File: config.mk
export PLATFORM = sky130hd
export DESIGN_NAME = ring_option_ctrl
export DESIGN_NICKNAME = d
export VERILOG_FILES = /design/src/ring_option_ctrl.v
export VERILOG_INCLUDE_DIRS = /design/src /design/src/src
export SDC_FILE = /design/constraint.sdc
export NUM_CORES = 1
export LEC_CHECK = 0
export BUFFER_PORTS_ARGS = -buffer_cell sky130_fd_sc_hd__buf_2
export CAP_MARGIN = 30
export CORE_MARGIN = 2
export CORE_UTILIZATION = 45
export DETAILED_ROUTE_END_ITERATION = 12
export GPL_ROUTABILITY_DRIVEN = 0
export GPL_TIMING_DRIVEN = 0
export HOLD_SLACK_MARGIN = 0.1
export PLACE_DENSITY = 0.74
export SLEW_MARGIN = 10
export SYNTH_ARGS = -nofsm -noshare
export SYNTH_HDL_FRONTEND = slang
export SYNTH_SLANG_ARGS = --single-unit
File: constraint.sdc
create_clock -name clk -period 7.4 [get_ports clk]
set_input_delay 1.48 -clock clk [delete_from_list [all_inputs] [get_ports clk]]
set_output_delay 1.48 -clock clk [all_outputs]
set_load 0.02 [all_outputs]
File: src/ring_option_regs.vh
`ifndef RING_OPTION_REGS_VH
`define RING_OPTION_REGS_VH

// ----------------------------------------------------------------
// Register map (byte addresses)
// ----------------------------------------------------------------
`define OPT_ADDR_OPTION 8'h00
`define OPT_ADDR_SHORT_ADDR 8'h04
`define OPT_ADDR_LONG_ADDR_LO 8'h08
`define OPT_ADDR_LONG_ADDR_HI 8'h0C
`define OPT_ADDR_SA_TRANSP 8'h10
`define OPT_ADDR_STATUS 8'h14

// ----------------------------------------------------------------
// Option register fields
// ----------------------------------------------------------------
`define OPT_BIT_SHORT_EN 0
`define OPT_BIT_LONG_EN 1
`define OPT_BIT_HOLD_TOKEN 2
`define OPT_BIT_INHIBIT_REC 3
`define OPT_WIDTH 4
`define OPT_RESET 4'h0

// ----------------------------------------------------------------
// Status register fields
// ----------------------------------------------------------------
`define ST_BIT_ADDR_REC 0
`define ST_BIT_OWN_SRC 1
`define ST_BIT_STRIP 2
`define ST_BIT_RING_BROKEN 3
`define ST_BIT_CLAIM_STATE 4
`define ST_BIT_HOLDING 5

// ----------------------------------------------------------------
// Bus encodings
// ----------------------------------------------------------------
`define RESP_OKAY 2'h0
`define RESP_SLVERR 2'h2

`endif

File: src/ring_option_ctrl.v
// Chosen here: the AXI4-Lite interface to the registers and the address map.
`timescale 1ns/1ps
`default_nettype none
`include "ring_option_regs.vh"

module ring_option_ctrl #(
  parameter SHORT_W = 16,
  parameter LONG_W = 48
) (
  input wire clk,
  input wire rst,
  input wire [7:0] s_axi_awaddr,
  input wire s_axi_awvalid,
  output reg s_axi_awready,
  input wire [31:0] s_axi_wdata,
  input wire [3:0] s_axi_wstrb,
  input wire s_axi_wvalid,
  output reg s_axi_wready,
  output reg [1:0] s_axi_bresp,
  output reg s_axi_bvalid,
  input wire s_axi_bready,
  input wire [7:0] s_axi_araddr,
  input wire s_axi_arvalid,
  output reg s_axi_arready,
  output reg [31:0] s_axi_rdata,
  output reg [1:0] s_axi_rresp,
  output reg s_axi_rvalid,
  input wire s_axi_rready,
  input wire rx_addr_valid,
  input wire rx_long_addr,
  input wire [LONG_W-1:0] rx_dest_addr,
  input wire [LONG_W-1:0] rx_src_addr,
  input wire rx_group_match,
  input wire recovery_required,
  input wire claim_request,
  input wire claim_won,
  input wire higher_claim_or_beacon,
  input wire token_capture_req,
  input wire immediate_req,
  output reg addr_recognized_flag,
  output reg own_source_flag,
  output reg strip_frame,
  output reg enter_claim,
  output reg claim_tx_state,
  output reg issue_token,
  output reg repeat_enable,
  output reg token_capture_grant,
  output reg recovery_enable,
  output reg immediate_grant,
  output reg long_tx_permit,
  output reg short_tx_permit,
  output reg claim_beacon_use_long,
  output reg void_use_long
);

  // ----------------------------------------------------------------
  // Software registers
  // ----------------------------------------------------------------
  reg [`OPT_WIDTH-1:0] option_reg;
  reg [SHORT_W-1:0] own_short_address_reg;
  reg [LONG_W-1:0] my_long_address_reg;
  reg sa_transp_reg;
  reg hold_active_reg;

  wire short_en = option_reg[`OPT_BIT_SHORT_EN];
  wire long_en = option_reg[`OPT_BIT_LONG_EN];
  wire hold_tok = option_reg[`OPT_BIT_HOLD_TOKEN];
  wire inhibit_rec = option_reg[`OPT_BIT_INHIBIT_REC];
  wire ring_broken = ~short_en & ~long_en;

  // ----------------------------------------------------------------
  // AXI4-Lite write channel
  // ----------------------------------------------------------------
  // Address and data park here until both are in; either may come first
  reg aw_held_reg;
  reg w_held_reg;
  reg [7:0] aw_addr_reg;
  reg [31:0] w_data_reg;
  reg [3:0] w_strb_reg;

  wire aw_take = s_axi_awvalid & s_axi_awready;
  wire w_take = s_axi_wvalid & s_axi_wready;
  wire aw_have = aw_held_reg | aw_take;
  wire w_have = w_held_reg | w_take;
  wire [7:0] wr_addr = aw_take ? s_axi_awaddr : aw_addr_reg;
  wire [31:0] wr_data = w_take ? s_axi_wdata : w_data_reg;
  wire [3:0] wr_strb = w_take ? s_axi_wstrb : w_strb_reg;
  wire wr_fire = aw_have & w_have & ~s_axi_bvalid;

  function addr_mapped;
    input [7:0] a;
    begin
      addr_mapped = (a == `OPT_ADDR_OPTION) || (a == `OPT_ADDR_SHORT_ADDR) ||
                    (a == `OPT_ADDR_LONG_ADDR_LO) || (a == `OPT_ADDR_LONG_ADDR_HI) ||
                    (a == `OPT_ADDR_SA_TRANSP) || (a == `OPT_ADDR_STATUS);
    end
  endfunction

  function [31:0] merge;
    input [31:0] old;
    input [31:0] d;
    input [3:0] s;
    integer k;
    begin
      merge = old;
      for (k = 0; k < 4; k = k + 1) begin
        if (s[k]) begin
          merge[k*8 +: 8] = d[k*8 +: 8];
        end
      end
    end
  endfunction

  wire [31:0] long_hi_now = {{(64-LONG_W){1'b0}}, my_long_address_reg[LONG_W-1:32]};
  wire [31:0] opt_m = merge({28'h0000000, option_reg}, wr_data, wr_strb);
  wire [31:0] sa_m = merge({{(32-SHORT_W){1'b0}}, own_short_address_reg}, wr_data, wr_strb);
  wire [31:0] llo_m = merge(my_long_address_reg[31:0], wr_data, wr_strb);
  wire [31:0] lhi_m = merge(long_hi_now, wr_data, wr_strb);
  wire [31:0] tr_m = merge({31'h00000000, sa_transp_reg}, wr_data, wr_strb);

  always @(posedge clk or posedge rst) begin
    if (rst) begin
      s_axi_awready <= 1'b1;
      s_axi_wready <= 1'b1;
      s_axi_bvalid <= 1'b0;
      s_axi_bresp <= `RESP_OKAY;
      aw_held_reg <= 1'b0;
      w_held_reg <= 1'b0;
      aw_addr_reg <= 8'h00;
      w_data_reg <= 32'h00000000;
      w_strb_reg <= 4'h0;
      option_reg <= `OPT_RESET;
      own_short_address_reg <= {SHORT_W{1'b0}};
      my_long_address_reg <= {LONG_W{1'b0}};
      sa_transp_reg <= 1'b0;
    end else begin
      if (s_axi_bvalid & s_axi_bready) begin
        s_axi_bvalid <= 1'b0;
        s_axi_awready <= 1'b1;
        s_axi_wready <= 1'b1;
      end
      if (aw_take) begin
        aw_addr_reg <= s_axi_awaddr;
        aw_held_reg <= 1'b1;
        s_axi_awready <= 1'b0;
      end
      if (w_take) begin
        w_data_reg <= s_axi_wdata;
        w_strb_reg <= s_axi_wstrb;
        w_held_reg <= 1'b1;
        s_axi_wready <= 1'b0;
      end
      if (wr_fire) begin
        aw_held_reg <= 1'b0;
        w_held_reg <= 1'b0;
        s_axi_awready <= 1'b0;
        s_axi_wready <= 1'b0;
        s_axi_bvalid <= 1'b1;
        s_axi_bresp <= addr_mapped(wr_addr) ? `RESP_OKAY : `RESP_SLVERR;
        case (wr_addr)
          `OPT_ADDR_OPTION: option_reg <= opt_m[`OPT_WIDTH-1:0];
          `OPT_ADDR_SHORT_ADDR: own_short_address_reg <= sa_m[SHORT_W-1:0];
          `OPT_ADDR_LONG_ADDR_LO: my_long_address_reg[31:0] <= llo_m;
          `OPT_ADDR_LONG_ADDR_HI: my_long_address_reg[LONG_W-1:32] <= lhi_m[LONG_W-33:0];
          `OPT_ADDR_SA_TRANSP: sa_transp_reg <= tr_m[0];
          default: begin
          end
        endcase
      end
    end
  end

  // ----------------------------------------------------------------
  // AXI4-Lite read channel
  // ----------------------------------------------------------------
  // Flag bits are one-cycle pulses; a polling read will usually see them low
  reg [31:0] status_word;
  always @* begin
    status_word = 32'h00000000;
    status_word[`ST_BIT_ADDR_REC] = addr_recognized_flag;
    status_word[`ST_BIT_OWN_SRC] = own_source_flag;
    status_word[`ST_BIT_STRIP] = strip_frame;
    status_word[`ST_BIT_RING_BROKEN] = ring_broken;
    status_word[`ST_BIT_CLAIM_STATE] = claim_tx_state;
    status_word[`ST_BIT_HOLDING] = hold_active_reg;
  end

  always @(posedge clk or posedge rst) begin
    if (rst) begin
      s_axi_arready <= 1'b1;
      s_axi_rvalid <= 1'b0;
      s_axi_rdata <= 32'h00000000;
      s_axi_rresp <= `RESP_OKAY;
    end else begin
      if (s_axi_rvalid & s_axi_rready) begin
        s_axi_rvalid <= 1'b0;
        s_axi_arready <= 1'b1;
      end
      if (s_axi_arvalid & s_axi_arready) begin
        s_axi_arready <= 1'b0;
        s_axi_rvalid <= 1'b1;
        s_axi_rresp <= addr_mapped(s_axi_araddr) ? `RESP_OKAY : `RESP_SLVERR;
        case (s_axi_araddr)
          `OPT_ADDR_OPTION: s_axi_rdata <= {28'h0000000, option_reg};
          `OPT_ADDR_SHORT_ADDR: s_axi_rdata <= {{(32-SHORT_W){1'b0}}, own_short_address_reg};
          `OPT_ADDR_LONG_ADDR_LO: s_axi_rdata <= my_long_address_reg[31:0];
          `OPT_ADDR_LONG_ADDR_HI: s_axi_rdata <= long_hi_now;
          `OPT_ADDR_SA_TRANSP: s_axi_rdata <= {31'h00000000, sa_transp_reg};
          `OPT_ADDR_STATUS: s_axi_rdata <= status_word;
          default: s_axi_rdata <= 32'h00000000;
        endcase
      end
    end
  end

  // ----------------------------------------------------------------
  // Address recognition
  // ----------------------------------------------------------------
  // Short addresses sit in the low bits of the address buses
  wire long_ok = rx_addr_valid & rx_long_addr & long_en;
  wire short_ok = rx_addr_valid & ~rx_long_addr & short_en;
  wire dst_long_hit = long_ok & ((rx_dest_addr == my_long_address_reg) | rx_group_match);
  wire dst_short_hit = short_ok &
    ((rx_dest_addr[SHORT_W-1:0] == own_short_address_reg) | rx_group_match);
  wire src_long_hit = long_ok & (rx_src_addr == my_long_address_reg);
  wire src_short_hit = short_ok & (rx_src_addr[SHORT_W-1:0] == own_short_address_reg);

  // ----------------------------------------------------------------
  // Claim control
  // ----------------------------------------------------------------
  // A software claim ignores the inhibit; ring-detected recovery does not
  wire recov_claim = recovery_required & ~inhibit_rec & ~ring_broken;
  wire claim_go = claim_request | recov_claim;
  reg claim_tx_next;
  reg hold_active_next;

  // A new claim outranks a higher claim seen in the same cycle
  always @* begin
    claim_tx_next = claim_tx_state;
    hold_active_next = hold_active_reg;
    if (claim_go) begin
      claim_tx_next = 1'b1;
      hold_active_next = 1'b0;
    end else if (claim_tx_state & higher_claim_or_beacon) begin
      claim_tx_next = 1'b0;
      hold_active_next = 1'b0;
    end else if (claim_tx_state & claim_won) begin
      claim_tx_next = hold_tok;
      hold_active_next = hold_tok;
    end
  end

  always @(posedge clk or posedge rst) begin
    if (rst) begin
      addr_recognized_flag <= 1'b0;
      own_source_flag <= 1'b0;
      strip_frame <= 1'b0;
      enter_claim <= 1'b0;
      claim_tx_state <= 1'b0;
      hold_active_reg <= 1'b0;
      issue_token <= 1'b0;
      repeat_enable <= 1'b0;
      token_capture_grant <= 1'b0;
      recovery_enable <= 1'b0;
      immediate_grant <= 1'b0;
      long_tx_permit <= 1'b0;
      short_tx_permit <= 1'b0;
      claim_beacon_use_long <= 1'b0;
      void_use_long <= 1'b0;
    end else begin
      addr_recognized_flag <= dst_long_hit | dst_short_hit;
      own_source_flag <= src_long_hit | src_short_hit;
      strip_frame <= src_long_hit | src_short_hit;
      enter_claim <= claim_go & ~claim_tx_state;
      claim_tx_state <= claim_tx_next;
      hold_active_reg <= hold_active_next;
      issue_token <= claim_tx_state & claim_won & ~hold_tok & ~claim_go &
                     ~higher_claim_or_beacon;
      repeat_enable <= ~ring_broken;
      token_capture_grant <= token_capture_req & ~ring_broken;
      recovery_enable <= ~inhibit_rec & ~ring_broken;
      immediate_grant <= immediate_req & (~ring_broken | sa_transp_reg);
      long_tx_permit <= long_en | sa_transp_reg;
      short_tx_permit <= short_en | sa_transp_reg;
      claim_beacon_use_long <= long_en;
      void_use_long <= ~short_en & long_en;
    end
  end

endmodule // ring_option_ctrl
`default_nettype wire

### Word-level counts from Yosys, hierarchy flattened

Index checks and enable logic that the tools add are counted.

* flip-flop bits (word level): 170
* output and inout port bits: 55

* equal/unequal tests: 14
* mux-type cells: 25
* bitwise gates (word level): 48
* reductions and logical operators: 29

Operators by type and width (number)
* $pmux 32 s6: 1
* $eq 48x48->1: 2
* $eq 16x16->1: 2
* $eq 8x4->1 const B: 4
* $eq 8x5->1 const B: 4
* $mux 32: 1
* $reduce_and 3->1: 10
* $and 1x1->1: 28
* $mux 1: 19
* $eq 8x3->1 const B: 2
* $logic_not 8->1: 2
* $logic_or 1x1->1: 10
* $not 1->1: 10
* $or 1x1->1: 10
* $reduce_bool 3->1: 3
* $mux 8: 1
* $reduce_bool 2->1: 4
* $mux 2: 2
* $mux 4: 1

### Depth between registers and ports, before layout

* depth after elaboration: 9
* depth in mapped cells: 8
* mapped depth without buffers: 5

### Worst setup path before layout

OpenSTA, ideal clock, no wires.

* path type: input-to-reg
* start point: input s_axi_awvalid
* end point: register my_long_address_reg[24]
* setup time: 125 ps
* data arrival time: 3007 ps
* slack: 4268 ps
* stages on the path: 7
* buffers on the path: 2
* path through: buf_6 a211oi_1 a21oi_2 a211oi_4 and4_1 buf_6 mux2_4

* cells in the longest elaborated chain, start to end: 5
* elaborated cells on any way between the ends: 7
* those cells by class: 1 x eq/ne; 1 x mux; 4 x bitwise; 1 x reduce/logical

RTL lines
* start, declared: RTL line ring_option_ctrl.v:13 `input wire s_axi_awvalid,`
* $and 1x1->1 *: RTL line ring_option_ctrl.v:81 `wire aw_take = s_axi_awvalid & s_axi_awready;`
* $or 1x1->1: RTL line ring_option_ctrl.v:83 `wire aw_have = aw_held_reg | aw_take;`
* $and 1x1->1 (2 in series): RTL line ring_option_ctrl.v:88 `wire wr_fire = aw_have & w_have & ~s_axi_bvalid;`
* $reduce_and 3->1 (no line) *
* end signal, assigned: RTL line ring_option_ctrl.v:134 `my_long_address_reg <= {LONG_W{1'b0}};`
* end signal, assigned: RTL line ring_option_ctrl.v:163 `` `OPT_ADDR_LONG_ADDR_LO: my_long_address_reg[31:0] <= llo_m; ``
* end signal, assigned by index: RTL line ring_option_ctrl.v:164 `` `OPT_ADDR_LONG_ADDR_HI: my_long_address_reg[LONG_W-1:32] <= lhi_m[LONG_W-33:0]; ``
* end, declared: RTL line ring_option_ctrl.v:61 `reg [LONG_W-1:0] my_long_address_reg;`

Mark *: on every way between the ends. The rest lies on a longest branch, timed or not.
A chain may end at the register's enable or synchronous reset.

### Final worst setup path

* start point: input s_axi_wvalid
* end point: register my_long_address_reg[11]

* cells in the longest elaborated chain, start to end: 5
* elaborated cells on any way between the ends: 7
* those cells by class: 2 x mux; 4 x bitwise; 1 x reduce/logical

RTL lines
* start, declared: RTL line ring_option_ctrl.v:17 `input wire s_axi_wvalid,`
* $and 1x1->1 *: RTL line ring_option_ctrl.v:82 `wire w_take = s_axi_wvalid & s_axi_wready;`
* $or 1x1->1: RTL line ring_option_ctrl.v:84 `wire w_have = w_held_reg | w_take;`
* $and 1x1->1 (2 in series): RTL line ring_option_ctrl.v:88
* $reduce_and 3->1 (no line)

Marked as above.

==> results.toml <==
[outcome]
status = "finished clean"

[detailed_routing]
final_antenna_net_count = 0
drtIter0Drc = 491
vias = 6803
wl_per_cell_um = 21.18
drt_wl_total_mm = 26.22
drc = 0
via_per_inst = 5.495
drtPass1Iterations = 5

[sta]
finalSetupViolations = 0
fin_crit_ns = 3.171
timing.final.crit_share = 0.4285
tightest_slew_ns = 0.6700
final-max-slew-violation-count = 0
whs_ns = 0.4680
fmax_ghz = 0.3154
slew_headroom = 0.5533
finalHoldViolations = 0
rsz0062_at_grt = "false"
skew_ns = 0.01003

[clocking]
ctsHtreeMaxLevel = 4
cts_tree = "built"
postCtsSetupRepairBufs = 0
cts_max_path_buffers = 2
cts.clk_slew.worst_paths_ns = 0.07
ctsHoldBuffers = 0
post_cts_resized = 0
cts_buffers = 17
cts.sinks = 168
clk_latency_ns = 0.44
clockRootBuffer = "clkbuf_16"

[grt]
grt_overflow = 0
grt_pass1_wl_mm = 38.57
grt_max_degree = 110
grt_usage = 0.2621
antenna_found_initial = 4
first_global_vias = 6614

[place]
io_buffers = 213
hpwlAfterDp_mm = 20.37

[synth]
synth_top_area_frac = 0.4877
muxShareOfSynthArea = 0.1360
synthAdderAreaFrac = 0
synthFlopType = "dfrtp_1"
synth_compound_area_frac = 0.06872
synth_cell_type_count = 52
yosysWarnings = 0
yosys_register_bits = 168
avgSynthCellArea_um2 = 11.26
ys_seq_area_frac = 0.4970
synth_top_family_by_area = "simple AND/OR/NAND/NOR gates"
synth-xor-area-share = 0.1324
netlist_area_mm2 = 0.008467
synth_top_cells_by_area = "dfrtp_1 49%, xnor2_1 9.5%, mux2_2 8.5%, nand2_1 6.4%, xor2_1 3.7%"
synthArstFlopShare = 1.000
synth-simple-area-share = 0.1433
netlist_instances = 752
yosysTopAreaCell = "dfrtp_1"
synth_edf_count = 0

[floorplanning]
die_x_um = 141.2
core_area_mm2 = 0.01858
row_count = 50
dieArea_mm2 = 0.01993
ios = 219
start_util = 0.4557
die_h_um = 141.2

[critical_path]
cp_data_arrival_time_ns = 3.49
crit_required_ns = 7.72
rr_startpoint = "s_axi_wready$_DFFE_PP1P_"
cp-end-kind = "register"
start_kind = "input port"
r2r_slack_ns = 4.98
worstPathMaxFanout = 10
r2r_cells = 6
rr_endpoint = "my_long_address_reg[11]$_DFFE_PP0P_"
crit_type = "input port to register"

[final_layout]
largest_reg_flops = 48
final_common_cell = "buf_2"
finalNetCount = 1150
drive_gt1_frac = 0.3634
layout_common_cells = "216 x buf_2, 165 x dfrtp_1, 145 x nand2_1"
area_growth_pct = 24.15
fin_util = 0.5657

[pwr]
vdd_drop_max_mv = 0.1618
finalPower_uw = 2919
powerDensity_mw_per_mm2 = 277.7
leakage_uw = 0.005186

[worst_hold_path]
holdPathEnd = "w_strb_reg[2]$_DFF_PP0_"
min_path_type = "register to register"
worstHoldStart = "w_strb_reg[2]$_DFF_PP0_"
hold_depth = 2

[job]
drv_cap = 0
==> where the power goes <==
group | switching [µW] | internal (µW)
Sequential | 130 | 1110
Combinational | 447 | 280
Clock | 371 | 585
Total | 947 | 1970
==> per-layer routing <==
layer | track usage | part of all wire
met1 | 0.3463 | 0.42
met2 | 0.4246 | 0.48
met5 | 0 | 0
met3 | 0.05333 | 0.067
met4 | 0.1068 | 0.031
==> worst max-delay path by stage <==
stage	start	end	slack, ns	cells after the start
after floorplan	rst	addr_recognized_flag$_DFF_PP0_	1.38	1
after global placement	rst	w_data_reg[12]$_DFF_PP0_	-0.49	2
after detailed placement	s_axi_wvalid	my_long_address_reg[11]$_DFFE_PP0P_	3.88	7
after CTS	s_axi_wvalid	my_long_address_reg[47]$_DFFE_PP0P_	4.26	7
after global routing	s_axi_wvalid	my_long_address_reg[11]$_DFFE_PP0P_	4.15	7
final	s_axi_wvalid	my_long_address_reg[11]$_DFFE_PP0P_	4.23	7
==> final cells by class <==
cell class,count,area [µm²]
well taps,234,292.8
repair buffers,214,1094
fillers,1597,8069
clock buffers,22,464.2
flip-flops and latches,168,4208
plain buffers,29,161.4
multi-input cells,549,4075
diodes,5,12.51
clock inverters,10,170.2
inverters,7,33.78
==> cell families after synthesis <==
| family | after synthesis |
|---|---|
| simple gates | 248 |
| buf+inv | 36 |
| flops | 168 |
| other cells | 1 |
| xor+xnor | 128 |
| mux | 94 |
| compound gates | 77 |
==> cells in the mapped netlist, types with 4 or more instances <==
cell type and instances:
dfrtp_1 165, nand2_1 145, xnor2_1 92, mux2_2 64, xor2_1 36, nand4_1 24, a22o_1 18, mux2_4 16
nor2_1 16, clkbuf_1 14, nor4_1 14, o21ai_0 13, o31ai_1 11, a22oi_1 10, mux2i_1 10, nand3_1 8
inv_1 7, nor2b_1 7, nor3_1 6, a211oi_1 5, a21oi_1 5, buf_6 5, buf_1 4, mux4_2 4
nand3_2 4, nand3b_1 4
==> per-stage QoR <==
step	TNS [ns]	std cells	setup WS, ns	cell area (µm²)
2_1_floorplan	0	753	1.378	8471
4_1_cts	0	1233	4.265	10500
5_1_grt	0	1237	4.146	10510
3_3_place_gp	-77.56	1200	-0.4861	9829
6_report	0	1238	4.229	10510
3_5_place_dp	0	1201	3.881	9864
==> worst max-delay path, cell delays in order <==
cell and delay (ns):
buf_2 0.10, nand2_1 0.08, clkbuf_1 0.41, nand3_1 0.13, a21oi_1 0.43, nand3_2 0.44
mux2_2 0.41
(Power assumes the default switching activity.)
